File: config.mk
export PLATFORM = sky130hd
export DESIGN_NAME = dmapc_top
export DESIGN_NICKNAME = d
export VERILOG_FILES = /design/src/dmapc_pkg.sv /design/src/dmapc_idx_cnt.sv /design/src/dmapc_flag.sv /design/src/dmapc_top.sv
export VERILOG_INCLUDE_DIRS = /design/src
export SDC_FILE = /design/constraint.sdc
export NUM_CORES = 1
export LEC_CHECK = 0
export ABC_AREA = 0
export BUFFER_PORTS_ARGS = -buffer_cell sky130_fd_sc_hd__buf_2
export CORE_ASPECT_RATIO = 1.25
export CORE_MARGIN = 3
export CORE_UTILIZATION = 35
export CTS_CLUSTER_DIAMETER = 100
export DETAILED_ROUTE_END_ITERATION = 8
export REMOVE_ABC_BUFFERS = 1
export SYNTH_ARGS = -nofsm -noshare
export SYNTH_HDL_FRONTEND = slang
export SYNTH_SLANG_ARGS = --single-unit
File: constraint.sdc
create_clock -name pclk -period 3.8 [get_ports pclk]
set_input_delay 0.57 -clock pclk [delete_from_list [all_inputs] [get_ports pclk]]
set_output_delay 0.57 -clock pclk [all_outputs]
set_load 0.01 [all_outputs]
File: src/dmapc_cfg.svh
`ifndef DMAPC_CFG_SVH
`define DMAPC_CFG_SVH

`define DMAPC_ADDR_W        12
`define DMAPC_OFF_SRC_IDX   12'h000
`define DMAPC_OFF_DST_IDX   12'h004
`define DMAPC_OFF_CELL_SIZE 12'h008
`define DMAPC_OFF_CELL_PROG 12'h00c
`define DMAPC_OFF_PATTERN   12'h010
`define DMAPC_OFF_CTRL      12'h014
`define DMAPC_OFF_STATUS    12'h018
`define DMAPC_OFF_MASK      12'h01c

`define DMAPC_CTRL_PAT_EN   0
`define DMAPC_CTRL_PAT_TWO  1
`define DMAPC_FLAG_CELL     2
`define DMAPC_FLAG_BLOCK    3
`define DMAPC_FLAG_HALF     4

`define DMAPC_IDX_RST       16'h0000
`define DMAPC_SIZE_RST      16'h0000
`define DMAPC_PAT_RST       16'h0000
`define DMAPC_CTRL_RST      2'h0
`define DMAPC_MASK_RST      5'h00
`define DMAPC_FULL_LEN      17'h10000

`endif

File: src/dmapc_pkg.sv
package dmapc_pkg;

   typedef enum logic [8:0] {
      reg_none      = 9'h001,
      reg_src_idx   = 9'h002,
      reg_dst_idx   = 9'h004,
      reg_cell_size = 9'h008,
      reg_cell_prog = 9'h010,
      reg_pattern   = 9'h020,
      reg_ctrl      = 9'h040,
      reg_status    = 9'h080,
      reg_mask      = 9'h100
   } dmapc_reg_e;

   typedef struct packed {
      logic       cell_start;
      logic       rd;
      logic       wr;
      logic [7:0] data;
   } dmapc_beat_s;

   typedef struct packed {
      logic pattern_hit;
      logic dst_half;
      logic block_done;
      logic cell_done;
   } dmapc_evt_s;

endpackage : dmapc_pkg

File: src/dmapc_idx_cnt.sv
`timescale 1ns/1ps
`include "dmapc_cfg.svh"

module dmapc_idx_cnt (
   input  wire logic        pclk,
   input  wire logic        presetn,
   input  wire logic        ce,
   input  wire logic        step,
   input  wire logic        clear,
   input  wire logic [15:0] length,
   output logic      [15:0] index
);

   // A length of zero stands for 65,536 bytes, so the plain 16-bit wrap covers it.
   always_ff @(posedge pclk or negedge presetn)
   begin
      if (!presetn)
         index <= `DMAPC_IDX_RST;
      else if (ce)
      begin
         if (clear)
            index <= `DMAPC_IDX_RST;
         else if (step && (index == length - 16'h0001))
            index <= `DMAPC_IDX_RST;
         else if (step)
            index <= index + 16'h0001;
      end
   end

endmodule : dmapc_idx_cnt

File: src/dmapc_flag.sv
`timescale 1ns/1ps

module dmapc_flag (
   input  wire logic pclk,
   input  wire logic presetn,
   input  wire logic ce,
   input  wire logic set,
   input  wire logic clr,
   output logic      q
);

   // Setting takes priority so an event in the clearing cycle is kept.
   always_ff @(posedge pclk or negedge presetn)
   begin
      if (!presetn)
         q <= 1'b0;
      else if (ce)
      begin
         if (set)
            q <= 1'b1;
         else if (clr)
            q <= 1'b0;
      end
   end

endmodule : dmapc_flag

File: src/dmapc_top.sv
// Notes on behaviour
// - Read-only 16-bit source byte index, reset zero.
// - Read-only 16-bit destination byte index, reset zero.
// - Writable 16-bit cell size, bytes per event.
// - Cell size zero means 65,536 bytes.
// - Read-only cell progress, bytes since cell start or match.
// - Pattern match clears source index and progress.
// - Match value used only in pattern mode.
// - Upper sixteen bits read as zero.
// - Cell-done flag after cell size bytes.
// - Block-done on larger length or match.
// - Destination-half flag at half destination length.
//
// Design decisions made here: the register offsets and the APB interface to the registers.
`timescale 1ns/1ps
`include "dmapc_cfg.svh"

module dmapc_top (
   input  wire logic                      pclk,
   input  wire logic                      presetn,
   input  wire logic                      ce,
   input  wire logic                      psel,
   input  wire logic                      penable,
   input  wire logic                      pwrite,
   input  wire logic [`DMAPC_ADDR_W-1:0]  paddr,
   input  wire logic [31:0]               pwdata,
   output logic      [31:0]               prdata,
   output logic                           pready,
   output logic                           pslverr,
   input  wire dmapc_pkg::dmapc_beat_s    beat,
   input  wire logic [15:0]               src_length,
   input  wire logic [15:0]               dst_length,
   output dmapc_pkg::dmapc_evt_s          evt,
   output logic                           irq
);

   dmapc_pkg::dmapc_reg_e sel;
   logic [15:0] src_byte_index;
   logic [15:0] dst_byte_index;
   logic [15:0] cell_byte_count;
   logic [15:0] cell_progress;
   logic [15:0] match_pattern;
   logic [1:0]  ctrl;
   logic [4:0]  mask;
   logic [4:0]  status;
   logic [16:0] blk_cnt;
   logic [7:0]  prev_byte;
   logic        prev_valid;
   logic [31:0] rd_mux;
   logic        wr_acc;
   logic        rd_setup;
   logic [16:0] cell_len;
   logic [16:0] src_len;
   logic [16:0] dst_len;
   logic [16:0] blk_len;
   logic [15:0] dst_half_pt;
   logic        match;
   logic        cell_end;
   logic        block_end;
   logic        half_hit;

   // Address decode.
   always_comb
   begin
      if (paddr == `DMAPC_OFF_SRC_IDX)
         sel = dmapc_pkg::reg_src_idx;
      else if (paddr == `DMAPC_OFF_DST_IDX)
         sel = dmapc_pkg::reg_dst_idx;
      else if (paddr == `DMAPC_OFF_CELL_SIZE)
         sel = dmapc_pkg::reg_cell_size;
      else if (paddr == `DMAPC_OFF_CELL_PROG)
         sel = dmapc_pkg::reg_cell_prog;
      else if (paddr == `DMAPC_OFF_PATTERN)
         sel = dmapc_pkg::reg_pattern;
      else if (paddr == `DMAPC_OFF_CTRL)
         sel = dmapc_pkg::reg_ctrl;
      else if (paddr == `DMAPC_OFF_STATUS)
         sel = dmapc_pkg::reg_status;
      else if (paddr == `DMAPC_OFF_MASK)
         sel = dmapc_pkg::reg_mask;
      else
         sel = dmapc_pkg::reg_none;
   end

   // The slave answers in the first access cycle unless the block is frozen.
   assign pready   = ce;
   assign pslverr  = psel && penable && (sel == dmapc_pkg::reg_none);
   assign wr_acc   = ce && psel && penable && pwrite;
   assign rd_setup = ce && psel && !penable && !pwrite;

   always_comb
   begin
      rd_mux = 32'h0000_0000;
      if (sel == dmapc_pkg::reg_src_idx)
         rd_mux = {16'h0000, src_byte_index};
      else if (sel == dmapc_pkg::reg_dst_idx)
         rd_mux = {16'h0000, dst_byte_index};
      else if (sel == dmapc_pkg::reg_cell_size)
         rd_mux = {16'h0000, cell_byte_count};
      else if (sel == dmapc_pkg::reg_cell_prog)
         rd_mux = {16'h0000, cell_progress};
      else if (sel == dmapc_pkg::reg_pattern)
         rd_mux = {16'h0000, match_pattern};
      else if (sel == dmapc_pkg::reg_ctrl)
         rd_mux = {30'h0000_0000, ctrl};
      else if (sel == dmapc_pkg::reg_status)
         rd_mux = {27'h000_0000, status};
      else if (sel == dmapc_pkg::reg_mask)
         rd_mux = {27'h000_0000, mask};
   end

   // Read data is caught in the setup cycle so it comes from a flip-flop.
   always_ff @(posedge pclk or negedge presetn)
   begin
      if (!presetn)
         prdata <= 32'h0000_0000;
      else if (rd_setup)
         prdata <= rd_mux;
   end

   // Software-written registers.
   always_ff @(posedge pclk or negedge presetn)
   begin
      if (!presetn)
         cell_byte_count <= `DMAPC_SIZE_RST;
      else if (wr_acc && (sel == dmapc_pkg::reg_cell_size))
         cell_byte_count <= pwdata[15:0];
   end

   always_ff @(posedge pclk or negedge presetn)
   begin
      if (!presetn)
         match_pattern <= `DMAPC_PAT_RST;
      else if (wr_acc && (sel == dmapc_pkg::reg_pattern))
         match_pattern <= pwdata[15:0];
   end

   always_ff @(posedge pclk or negedge presetn)
   begin
      if (!presetn)
         ctrl <= `DMAPC_CTRL_RST;
      else if (wr_acc && (sel == dmapc_pkg::reg_ctrl))
         ctrl <= pwdata[1:0];
   end

   always_ff @(posedge pclk or negedge presetn)
   begin
      if (!presetn)
         mask <= `DMAPC_MASK_RST;
      else if (wr_acc && (sel == dmapc_pkg::reg_mask))
         mask <= pwdata[4:0];
   end

   // Lengths of zero stand for the full 65,536 bytes.
   assign cell_len    = (cell_byte_count == 16'h0000) ? `DMAPC_FULL_LEN
                                                     : {1'b0, cell_byte_count};
   assign src_len     = (src_length == 16'h0000) ? `DMAPC_FULL_LEN : {1'b0, src_length};
   assign dst_len     = (dst_length == 16'h0000) ? `DMAPC_FULL_LEN : {1'b0, dst_length};
   assign blk_len     = (src_len > dst_len) ? src_len : dst_len;
   assign dst_half_pt = dst_len[16:1];

   // Pattern compare looks only at written bytes, and only in pattern mode.
   always_comb
   begin
      match = 1'b0;
      if (beat.wr && ctrl[`DMAPC_CTRL_PAT_EN])
      begin
         if (ctrl[`DMAPC_CTRL_PAT_TWO])
            match = prev_valid && ({prev_byte, beat.data} == match_pattern);
         else
            match = (beat.data == match_pattern[7:0]);
      end
   end

   assign cell_end  = beat.wr && !beat.cell_start
                      && (({1'b0, cell_progress} + 17'h00001) == cell_len);
   assign block_end = beat.wr && ((blk_cnt + 17'h00001) == blk_len);
   assign half_hit  = beat.wr && ((dst_byte_index + 16'h0001) == dst_half_pt);

   always_ff @(posedge pclk or negedge presetn)
   begin
      if (!presetn)
      begin
         prev_byte  <= 8'h00;
         prev_valid <= 1'b0;
      end
      else if (ce)
      begin
         if (match || block_end)
            prev_valid <= 1'b0;
         else if (beat.wr)
         begin
            prev_byte  <= beat.data;
            prev_valid <= 1'b1;
         end
      end
   end

   // Bytes moved in the current block; a match ends the block early.
   always_ff @(posedge pclk or negedge presetn)
   begin
      if (!presetn)
         blk_cnt <= 17'h00000;
      else if (ce)
      begin
         if (match || block_end)
            blk_cnt <= 17'h00000;
         else if (beat.wr)
            blk_cnt <= blk_cnt + 17'h00001;
      end
   end

   // Progress wraps to zero after 65,536 bytes with no cell start or match, whatever the cell size.
   always_ff @(posedge pclk or negedge presetn)
   begin
      if (!presetn)
         cell_progress <= `DMAPC_IDX_RST;
      else if (ce)
      begin
         if (match)
            cell_progress <= `DMAPC_IDX_RST;
         else if (beat.cell_start)
            cell_progress <= {15'h0000, beat.wr};
         else if (beat.wr)
            cell_progress <= cell_progress + 16'h0001;
      end
   end

   dmapc_idx_cnt u_src_idx (
      .pclk    (pclk),
      .presetn (presetn),
      .ce      (ce),
      .step    (beat.rd),
      .clear   (match),
      .length  (src_length),
      .index   (src_byte_index)
   );

   dmapc_idx_cnt u_dst_idx (
      .pclk    (pclk),
      .presetn (presetn),
      .ce      (ce),
      .step    (beat.wr),
      .clear   (1'b0),
      .length  (dst_length),
      .index   (dst_byte_index)
   );

   dmapc_flag u_cell_flag (
      .pclk    (pclk),
      .presetn (presetn),
      .ce      (ce),
      .set     (cell_end),
      .clr     (wr_acc && (sel == dmapc_pkg::reg_status) && pwdata[`DMAPC_FLAG_CELL]),
      .q       (status[`DMAPC_FLAG_CELL])
   );

   dmapc_flag u_block_flag (
      .pclk    (pclk),
      .presetn (presetn),
      .ce      (ce),
      .set     (block_end || match),
      .clr     (wr_acc && (sel == dmapc_pkg::reg_status) && pwdata[`DMAPC_FLAG_BLOCK]),
      .q       (status[`DMAPC_FLAG_BLOCK])
   );

   dmapc_flag u_half_flag (
      .pclk    (pclk),
      .presetn (presetn),
      .ce      (ce),
      .set     (half_hit),
      .clr     (wr_acc && (sel == dmapc_pkg::reg_status) && pwdata[`DMAPC_FLAG_HALF]),
      .q       (status[`DMAPC_FLAG_HALF])
   );

   assign status[1:0] = 2'h0;

   always_ff @(posedge pclk or negedge presetn)
   begin
      if (!presetn)
         evt <= '0;
      else if (ce)
      begin
         evt.cell_done   <= cell_end;
         evt.block_done  <= block_end || match;
         evt.dst_half    <= half_hit;
         evt.pattern_hit <= match;
      end
   end

   assign irq = |(status & mask);

   property p_src_ro;
      @(posedge pclk) disable iff (!presetn)
      wr_acc && (sel == dmapc_pkg::reg_src_idx) && !beat.rd && !match
      |=> $stable(src_byte_index);
   endproperty
   a_src_ro: assert property (p_src_ro) else $error("source index changed by write");

   property p_dst_step;
      @(posedge pclk) disable iff (!presetn)
      ce && beat.wr && (dst_byte_index != dst_length - 16'h0001)
      |=> dst_byte_index == $past(dst_byte_index) + 16'h0001;
   endproperty
   a_dst_step: assert property (p_dst_step) else $error("destination index did not step");

   property p_size_write;
      @(posedge pclk) disable iff (!presetn)
      wr_acc && (sel == dmapc_pkg::reg_cell_size) |=> cell_byte_count == $past(pwdata[15:0]);
   endproperty
   a_size_write: assert property (p_size_write) else $error("cell size not stored");

   property p_zero_size;
      @(posedge pclk) disable iff (!presetn)
      ce && (cell_byte_count == 16'h0000) && beat.wr && !beat.cell_start
      && (cell_progress == 16'h00fe) |=> !evt.cell_done;
   endproperty
   a_zero_size: assert property (p_zero_size) else $error("zero cell size ended early");

   property p_match_clear;
      @(posedge pclk) disable iff (!presetn)
      ce && match |=> (src_byte_index == 16'h0000) && (cell_progress == 16'h0000)
                      && evt.block_done;
   endproperty
   a_match_clear: assert property (p_match_clear) else $error("match did not clear");

   property p_pat_off;
      @(posedge pclk) disable iff (!presetn)
      !ctrl[`DMAPC_CTRL_PAT_EN] |-> !match;
   endproperty
   a_pat_off: assert property (p_pat_off) else $error("match outside pattern mode");

   property p_upper_zero;
      @(posedge pclk) disable iff (!presetn)
      psel && penable && !pwrite && pready && (sel != dmapc_pkg::reg_none)
      |-> prdata[31:16] == 16'h0000;
   endproperty
   a_upper_zero: assert property (p_upper_zero) else $error("upper read bits not zero");

   property p_cell_done;
      @(posedge pclk) disable iff (!presetn)
      ce && cell_end |=> status[`DMAPC_FLAG_CELL] && evt.cell_done;
   endproperty
   a_cell_done: assert property (p_cell_done) else $error("cell flag not set");

   property p_half;
      @(posedge pclk) disable iff (!presetn)
      ce && beat.wr && (dst_byte_index + 16'h0001 == dst_half_pt) |=> status[`DMAPC_FLAG_HALF];
   endproperty
   a_half: assert property (p_half) else $error("half flag not set");

   property p_src_wrap;
      @(posedge pclk) disable iff (!presetn)
      ce && beat.rd && !match && (src_byte_index == src_length - 16'h0001)
      |=> src_byte_index == 16'h0000;
   endproperty
   a_src_wrap: assert property (p_src_wrap) else $error("source index did not wrap");

   property p_cell_restart;
      @(posedge pclk) disable iff (!presetn)
      ce && beat.cell_start && !beat.wr |=> cell_progress == 16'h0000;
   endproperty
   a_cell_restart: assert property (p_cell_restart) else $error("progress not restarted");

   property p_irq;
      @(posedge pclk) disable iff (!presetn)
      ce && (block_end || match) && mask[`DMAPC_FLAG_BLOCK]
      |=> status[`DMAPC_FLAG_BLOCK] && irq;
   endproperty
   a_irq: assert property (p_irq) else $error("block flag or interrupt not raised");

endmodule : dmapc_top

# Yosys cells after proc, flatten, opt, wreduce, memory -nomap -nowiden

Index checks and enable logic that the tools add are counted.

Order comparisons: 1
Add/sub/neg operators: 7
Muxes and demuxes: 40
Reductions and logical operators: 47
Bitwise operators: 2
Eq/ne operators: 23

Operators with widths:

| operator                                                              | number |
|---|---|
| 16-bit two-way mux                                                    | 13 |
| 17-bit two-way mux                                                    | 6 |
| 9-bit two-way mux                                                     | 8 |
| 16-bit == test                                                        | 4 |
| 16-bit by 1-bit adder with 16-bit output (second input constant)      | 3 |
| 12-bit by 5-bit == test with 1-bit output (second input constant)     | 4 |
| 16-bit zero test                                                      | 3 |
| 17-bit == test                                                        | 2 |
| 16-bit by 1-bit subtractor with 16-bit output (second input constant) | 2 |
| 12-bit by 4-bit == test with 1-bit output (second input constant)     | 2 |
| 1-bit logical AND                                                     | 23 |
| 16-bit by 1-bit adder with 17-bit output (second input constant)      | 1 |
| 17-bit by 1-bit adder with 17-bit output (second input constant)      | 1 |
| 17-bit > comparator                                                   | 1 |
| 5-bit two-way mux                                                     | 3 |
| 2-bit AND reduction                                                   | 7 |
| 12-bit by 3-bit == test with 1-bit output (second input constant)     | 1 |
| 12-bit zero test                                                      | 1 |
| 1-bit two-way mux                                                     | 10 |
| 2-bit nonzero test                                                    | 5 |
| 9-bit by 1-bit == test with 1-bit output (second input constant)      | 1 |
| 9-bit by 2-bit == test with 1-bit output (second input constant)      | 1 |
| 9-bit by 3-bit == test with 1-bit output (second input constant)      | 1 |
| 9-bit by 4-bit == test with 1-bit output (second input constant)      | 1 |
| other kinds (13)                                                      | 16 |

Bits in registers: 152
Input port bits: 93

# Longest topological paths before layout

Depth after elaboration: 18
Mapped depth: 17

# By module

From an unflattened synthesis, not the netlist that was laid out.

Cells, all modules: 1255
Area total of the unflattened synthesis: 10879.2 µm²

Modules (own cells, without submodules):

| module        | sequential area each (µm²) | area each (µm²) | cells an instance | times used |
|---|---|---|---|---|
| dmapc_top     | 2527.4                     | 7646.1          | 848               | 1 |
| dmapc_idx_cnt | 400.4                      | 1560.2          | 199               | 2 |
| dmapc_flag    | 25.0                       | 37.5            | 3                 | 3 |

# Least setup slack after synthesis

Ideal clock, no wire load.

Path type: input to register
From: input port dst_length[7]
To: register prev_byte[2]
Data required time: 3675 ps
Slack: -936 ps
Path buffers: 2
Cell stages on the path: 16
Arrival: 4611 ps
Path through: clkbuf_1 or4_1 or3_1 nor2_1 inv_1 ha_1 nand4_1 or3_1 o22ai_1 a211o_1 nand2_1 or4_4 a211oi_2 a211oi_2 buf_6 mux2_4

Word-level cells in the longest chain between the ends: 9

Ends and longest elaborated chain:

| item                                   | line             | source |
|---|---|---|
| from (decl)                            | dmapc_top.sv:32  | `input wire logic [15:0] dst_length,` |
| 16-bit zero test                       | dmapc_top.sv:158 | `` assign dst_len = (dst_length == 16'h0000) ? `DMAPC_FULL_LEN : {1'b0, dst_length}; `` |
| 17-bit two-way mux *                   | dmapc_top.sv:158 |  |
| 17-bit > comparator                    | dmapc_top.sv:159 | `assign blk_len = (src_len > dst_len) ? src_len : dst_len;` |
| 17-bit two-way mux *                   | dmapc_top.sv:159 |  |
| 17-bit == test *                       | dmapc_top.sv:177 | `assign block_end = beat.wr && ((blk_cnt + 17'h00001) == blk_len);` |
| 1-bit logical AND *                    | dmapc_top.sv:177 |  |
| 1-bit logical OR *                     | dmapc_top.sv:189 | `if (match \|\| block_end)` |
| 1-bit inverter (no source line) *      | -                |  |
| 3-bit AND reduction (no source line) * | -                |  |
| to (signal assigned)                   | dmapc_top.sv:193 | `prev_byte <= beat.data;` |
| to (decl)                              | dmapc_top.sv:47  | `logic [7:0] prev_byte;` |

Every way passes the cells marked *; elsewhere a longest branch is shown, timed or not.
A chain may end at the register's enable or synchronous reset.

# Worst setup path after layout

From: input port dst_length[7]
To: register prev_byte[1]

Same word-level chain as after synthesis.

==> impl_metrics.py <==
metrics = {
    "cells_and_area": {
        "final_cell_mix": "136 x dfrtp_1, 104 x nand2_1, 97 x buf_2",
        "n_antenna_cell": 0,
        "nNetsFinal": 1438,
        "drive_gt1_frac": 0.2423,
        "post-route-cell-area_um2": 12360,
        "synthToLayoutAreaGrowth_pct": 19.64,
        "nFillCells": 2838,
        "final_common_cell": "dfrtp_1",
    },
    "critical_path": {
        "rr_endpoint": "prev_byte[4]$_DFFE_PN0P_",
        "crit_path_frequent_cell": "buf_6",
        "slowest_delay_ns": 0.53,
        "crit_chain": "buf_8 -> or4_4 -> or3_4 -> buf_6 -> o21a_1 -> inv_2 -> ha_4 -> nor2b_1 -> o21ai_1 -> nand3_1 -> buf_6 -> a211oi_4 -> o21ai_0 -> a21oi_1 -> nor3_2 -> a211oi_2 -> buf_12 -> mux2_2",
        "worstPathRequired_ns": 4.11,
        "slowest_stage": "or4_4",
        "r2r-start": "blk_cnt[1]$_DFFE_PN0P_",
        "crit_type": "input pin to flop",
        "endpoint_kind": "flop",
        "worstPathArrival_ns": 4.38,
        "start_kind": "input pin",
        "cp_max_fo": 12,
        "r2r_slack_ns": 0.14,
        "r2r_cells": 12,
    },
    "place": {
        "io_buffers": 99,
        "preCtsSetupSlack_ns": -0.8089,
        "gp_congestion": 0.9339,
        "dpl_cell_area_um2": 11550,
        "hpwl_mm": 25.76,
    },
    "global_routing": {
        "antenna_found_initial": 0,
        "grt_max_degree": 83,
        "grt.busiest_layer": "met2",
        "grt_use_total": 0.2098,
        "grt_pass1_wl_mm": 52.27,
        "use_met1": 0.2669,
        "grt_pass1_vias": 9151,
        "met2_usage": 0.3586,
        "grtUsageMet3": 0.03327,
        "grt-ovfl-total": 0,
    },
    "cts": {
        "clockRootBuffer": "clkbuf_16",
        "cts_made_buffers": 17,
        "cts_tree": "done",
        "htreeDepth": 4,
        "clk_latency_ns": 0.43,
        "clock_path_buffers": 2,
        "clk_pin_slew_ns": 0.07,
        "clock-sinks": 136,
    },
    "synth": {
        "synthTopCellsByArea": "dfrtp_1 33%, xnor2_1 7.9%, xor2_1 5.3%",
        "synth_seq_area_share": 0.3293,
        "synth.top_cell.area_share": 0.3293,
        "syn_avg_cell_area_um2": 8.597,
        "synth_area_leader_cell": "dfrtp_1",
        "async_flop_share": 1.000,
        "synth_edf_count": 0,
        "ys.flop_type": "dfrtp_1",
        "ys_seq_elements": 136,
        "yosysUniqueCellTypes": 79,
        "synth_area_um2": 10330,
        "yosysWarnings": 0,
        "synthesis.instances": 1202,
    },
    "power": {
        "leakage_nw": 5.491,
        "vdd_ir_drop_max_v": 0.0002245,
        "powerDensity_nw_per_um2": 385.9,
    },
    "timing": {
        "fin_ws_ns": -0.2685,
        "fin_crit_sh": 1.071,
        "fin_crit_ns": 4.068,
        "setup_viol": 27,
        "finalMaxSlewViolations": 0,
        "slew_headroom": 0.2905,
        "grt_setup_unrepaired": "yes",
        "fmax_mhz": 245.8,
        "finClkSkew_ns": 0.01286,
        "hold_violations": 0,
        "worstMarginPinSlew_ns": 1.057,
    },
    "detailed_routing": {
        "wl_per_cell_um": 19.43,
        "ant_nets": 0,
        "initialDrtViolationCount": 824,
        "vias_per_cell": 5.489,
        "wl_mm": 33.48,
        "firstDrtPassIters": 5,
        "drc": 0,
        "num_vias": 9458,
    },
    "status": {
        "violations": "setup timing",
        "status": "finished, violations left",
    },
    "die": {
        "row_count": 69,
        "die_y_um": 198.1,
        "die_area_um2": 31640,
        "fp.coreArea_um2": 28750,
        "ios": 132,
        "initial_utilization": 0.3594,
        "fp.dieW_um": 159.7,
    },
    "min_path": {
        "min_path_type": "input pin to asynchronous set/reset pin",
    },
    "job": {
        "drv_cap": 0,
    },
}
registers in the layout, summed over array words and instances, names as in the netlist:
name / cells
blk_cnt: 17
cell_byte_count: 16
u_src_idx.index: 16
prdata: 16
u_half_flag.q: 1
prev_valid: 1
mask: 5
ctrl: 2
u_block_flag.q: 1
evt: 4
cell_progress: 16
match_pattern: 16
u_dst_idx.index: 16
prev_byte: 8
u_cell_flag.q: 1
cells in the mapped netlist (4+ instances only):
library cell and number:
o41ai_1 4, mux2_4 6, buf_4 20, or4_1 6, ha_1 25, a31oi_1 7
nand3_1 38, nor3_1 41, o2111ai_1 5, dfrtp_1 136, a22o_1 5, nor2_1 90
mux2i_1 18, o21a_1 8, or3_1 15, nor2b_1 8, o21ai_0 55, a21oi_1 47
nand2_1 105, nor4_1 26, and3_1 24, inv_1 45, o31ai_1 8, a21o_1 19
buf_6 5, a211oi_1 5, a222oi_1 14, nand4_1 20, a211o_1 4, mux2_2 47
nor4b_1 4, clkbuf_1 74, nor3b_1 6, buf_1 5, xor2_1 62, nand2b_1 23
nand3b_1 4, xnor2_1 93, and2_1 8, a22oi_1 8
power by group:
| group | switching [mW] | total [mW] | internal, mW |
|---|---|---|---|
| logic | 0.658 | 1.23 | 0.573 |
| registers | 0.267 | 1.86 | 1.59 |
| clock network | 0.692 | 1.68 | 0.991 |
| total | 1.62 | 4.77 | 3.15 |
cells by family (layout without fill, tap and decap cells):
kind of cell | Yosys count | count (layout) | share of synthesized area
flops | 136 | 136 | 0.3293
buf+inv | 155 | 271 | 0.06938
simple gates | 435 | 435 | 0.2150
fa+ha+maj | 25 | 25 | 0.03027
xor+xnor | 155 | 155 | 0.1314
other cells | 1 | 16 | 0.0003629
mux | 71 | 71 | 0.07737
compound gates | 224 | 224 | 0.1469
final cells by class:
cell class / instances / area (µm²) / area share
Timing Repair Buffer: 194 / 1269 / 0.1026
Inverter: 45 / 168.9 / 0.01366
Clock inverter: 13 / 141.4 / 0.01144
Sequential cell: 136 / 3403 / 0.2753
Clock buffer: 19 / 442.9 / 0.03583
Multi-Input combinational cell: 926 / 6450 / 0.5217
Tap cell: 390 / 488.0 / 0.03947
repair_timing:
item                                   CTS  global route
setup endpoints to repair               27            27
setup buffers                            2             1
hold buffers                             0             0
pin swaps                                8             2
resized for setup                       37            12
endpoints found under the hold margin    0             0
cloned                                   1             0
routing by layer:
metal | part of all wire | vias up
met2 | 0.48 | 346
met4 | 0.035 | 0
met5 | 0 | -
li1 | - | 4450
met1 | 0.43 | 4600
met3 | 0.061 | 62
critical path: cells and delay by family:
family | cells | cell delay, ns
and+or+nand+nor | 5 | 1.27
muxes | 1 | 0.34
buffers and inverters | 5 | 0.65
AOI/OAI and AO/OA | 6 | 1.34
adders and majority gates | 1 | 0.19
through the flow:
step / cells / power (mW) / utilization / setup TNS, ns / hold slack, ns
5_1_grt: 1723 / 5.005 / 0.4300 / -7.998 / 0.2750
2_1_floorplan: 1107 / 2.543 / - / -24.49 / 0.2744
3_5_place_dp: 1687 / 3.045 / 0.4018 / -19.99 / 0.4954
6_report: 1723 / 4.771 / 0.4300 / -5.878 / 0.2083
4_1_cts: 1722 / 4.770 / 0.4280 / -3.681 / 0.2289
3_3_place_gp: 1687 / 3.027 / 0.4018 / -18.15 / 0.4857
how the worst max path moves through the flow:
stage                             start                        to  slack, ns  depth (start not counted)
after floorplan           dst_length[7]  prev_byte[0]$_DFFE_PN0P_      -0.95                         14
after global placement    dst_length[7]  prev_byte[3]$_DFFE_PN0P_      -0.72                         16
after detailed placement  dst_length[7]  prev_byte[4]$_DFFE_PN0P_      -0.81                         16
after CTS                 dst_length[7]  prev_byte[4]$_DFFE_PN0P_      -0.19                         16
after global routing      dst_length[7]  prev_byte[1]$_DFFE_PN0P_      -0.35                         18
final                     dst_length[7]  prev_byte[1]$_DFFE_PN0P_      -0.27                         18
Power figures use the tool's default switching activity.
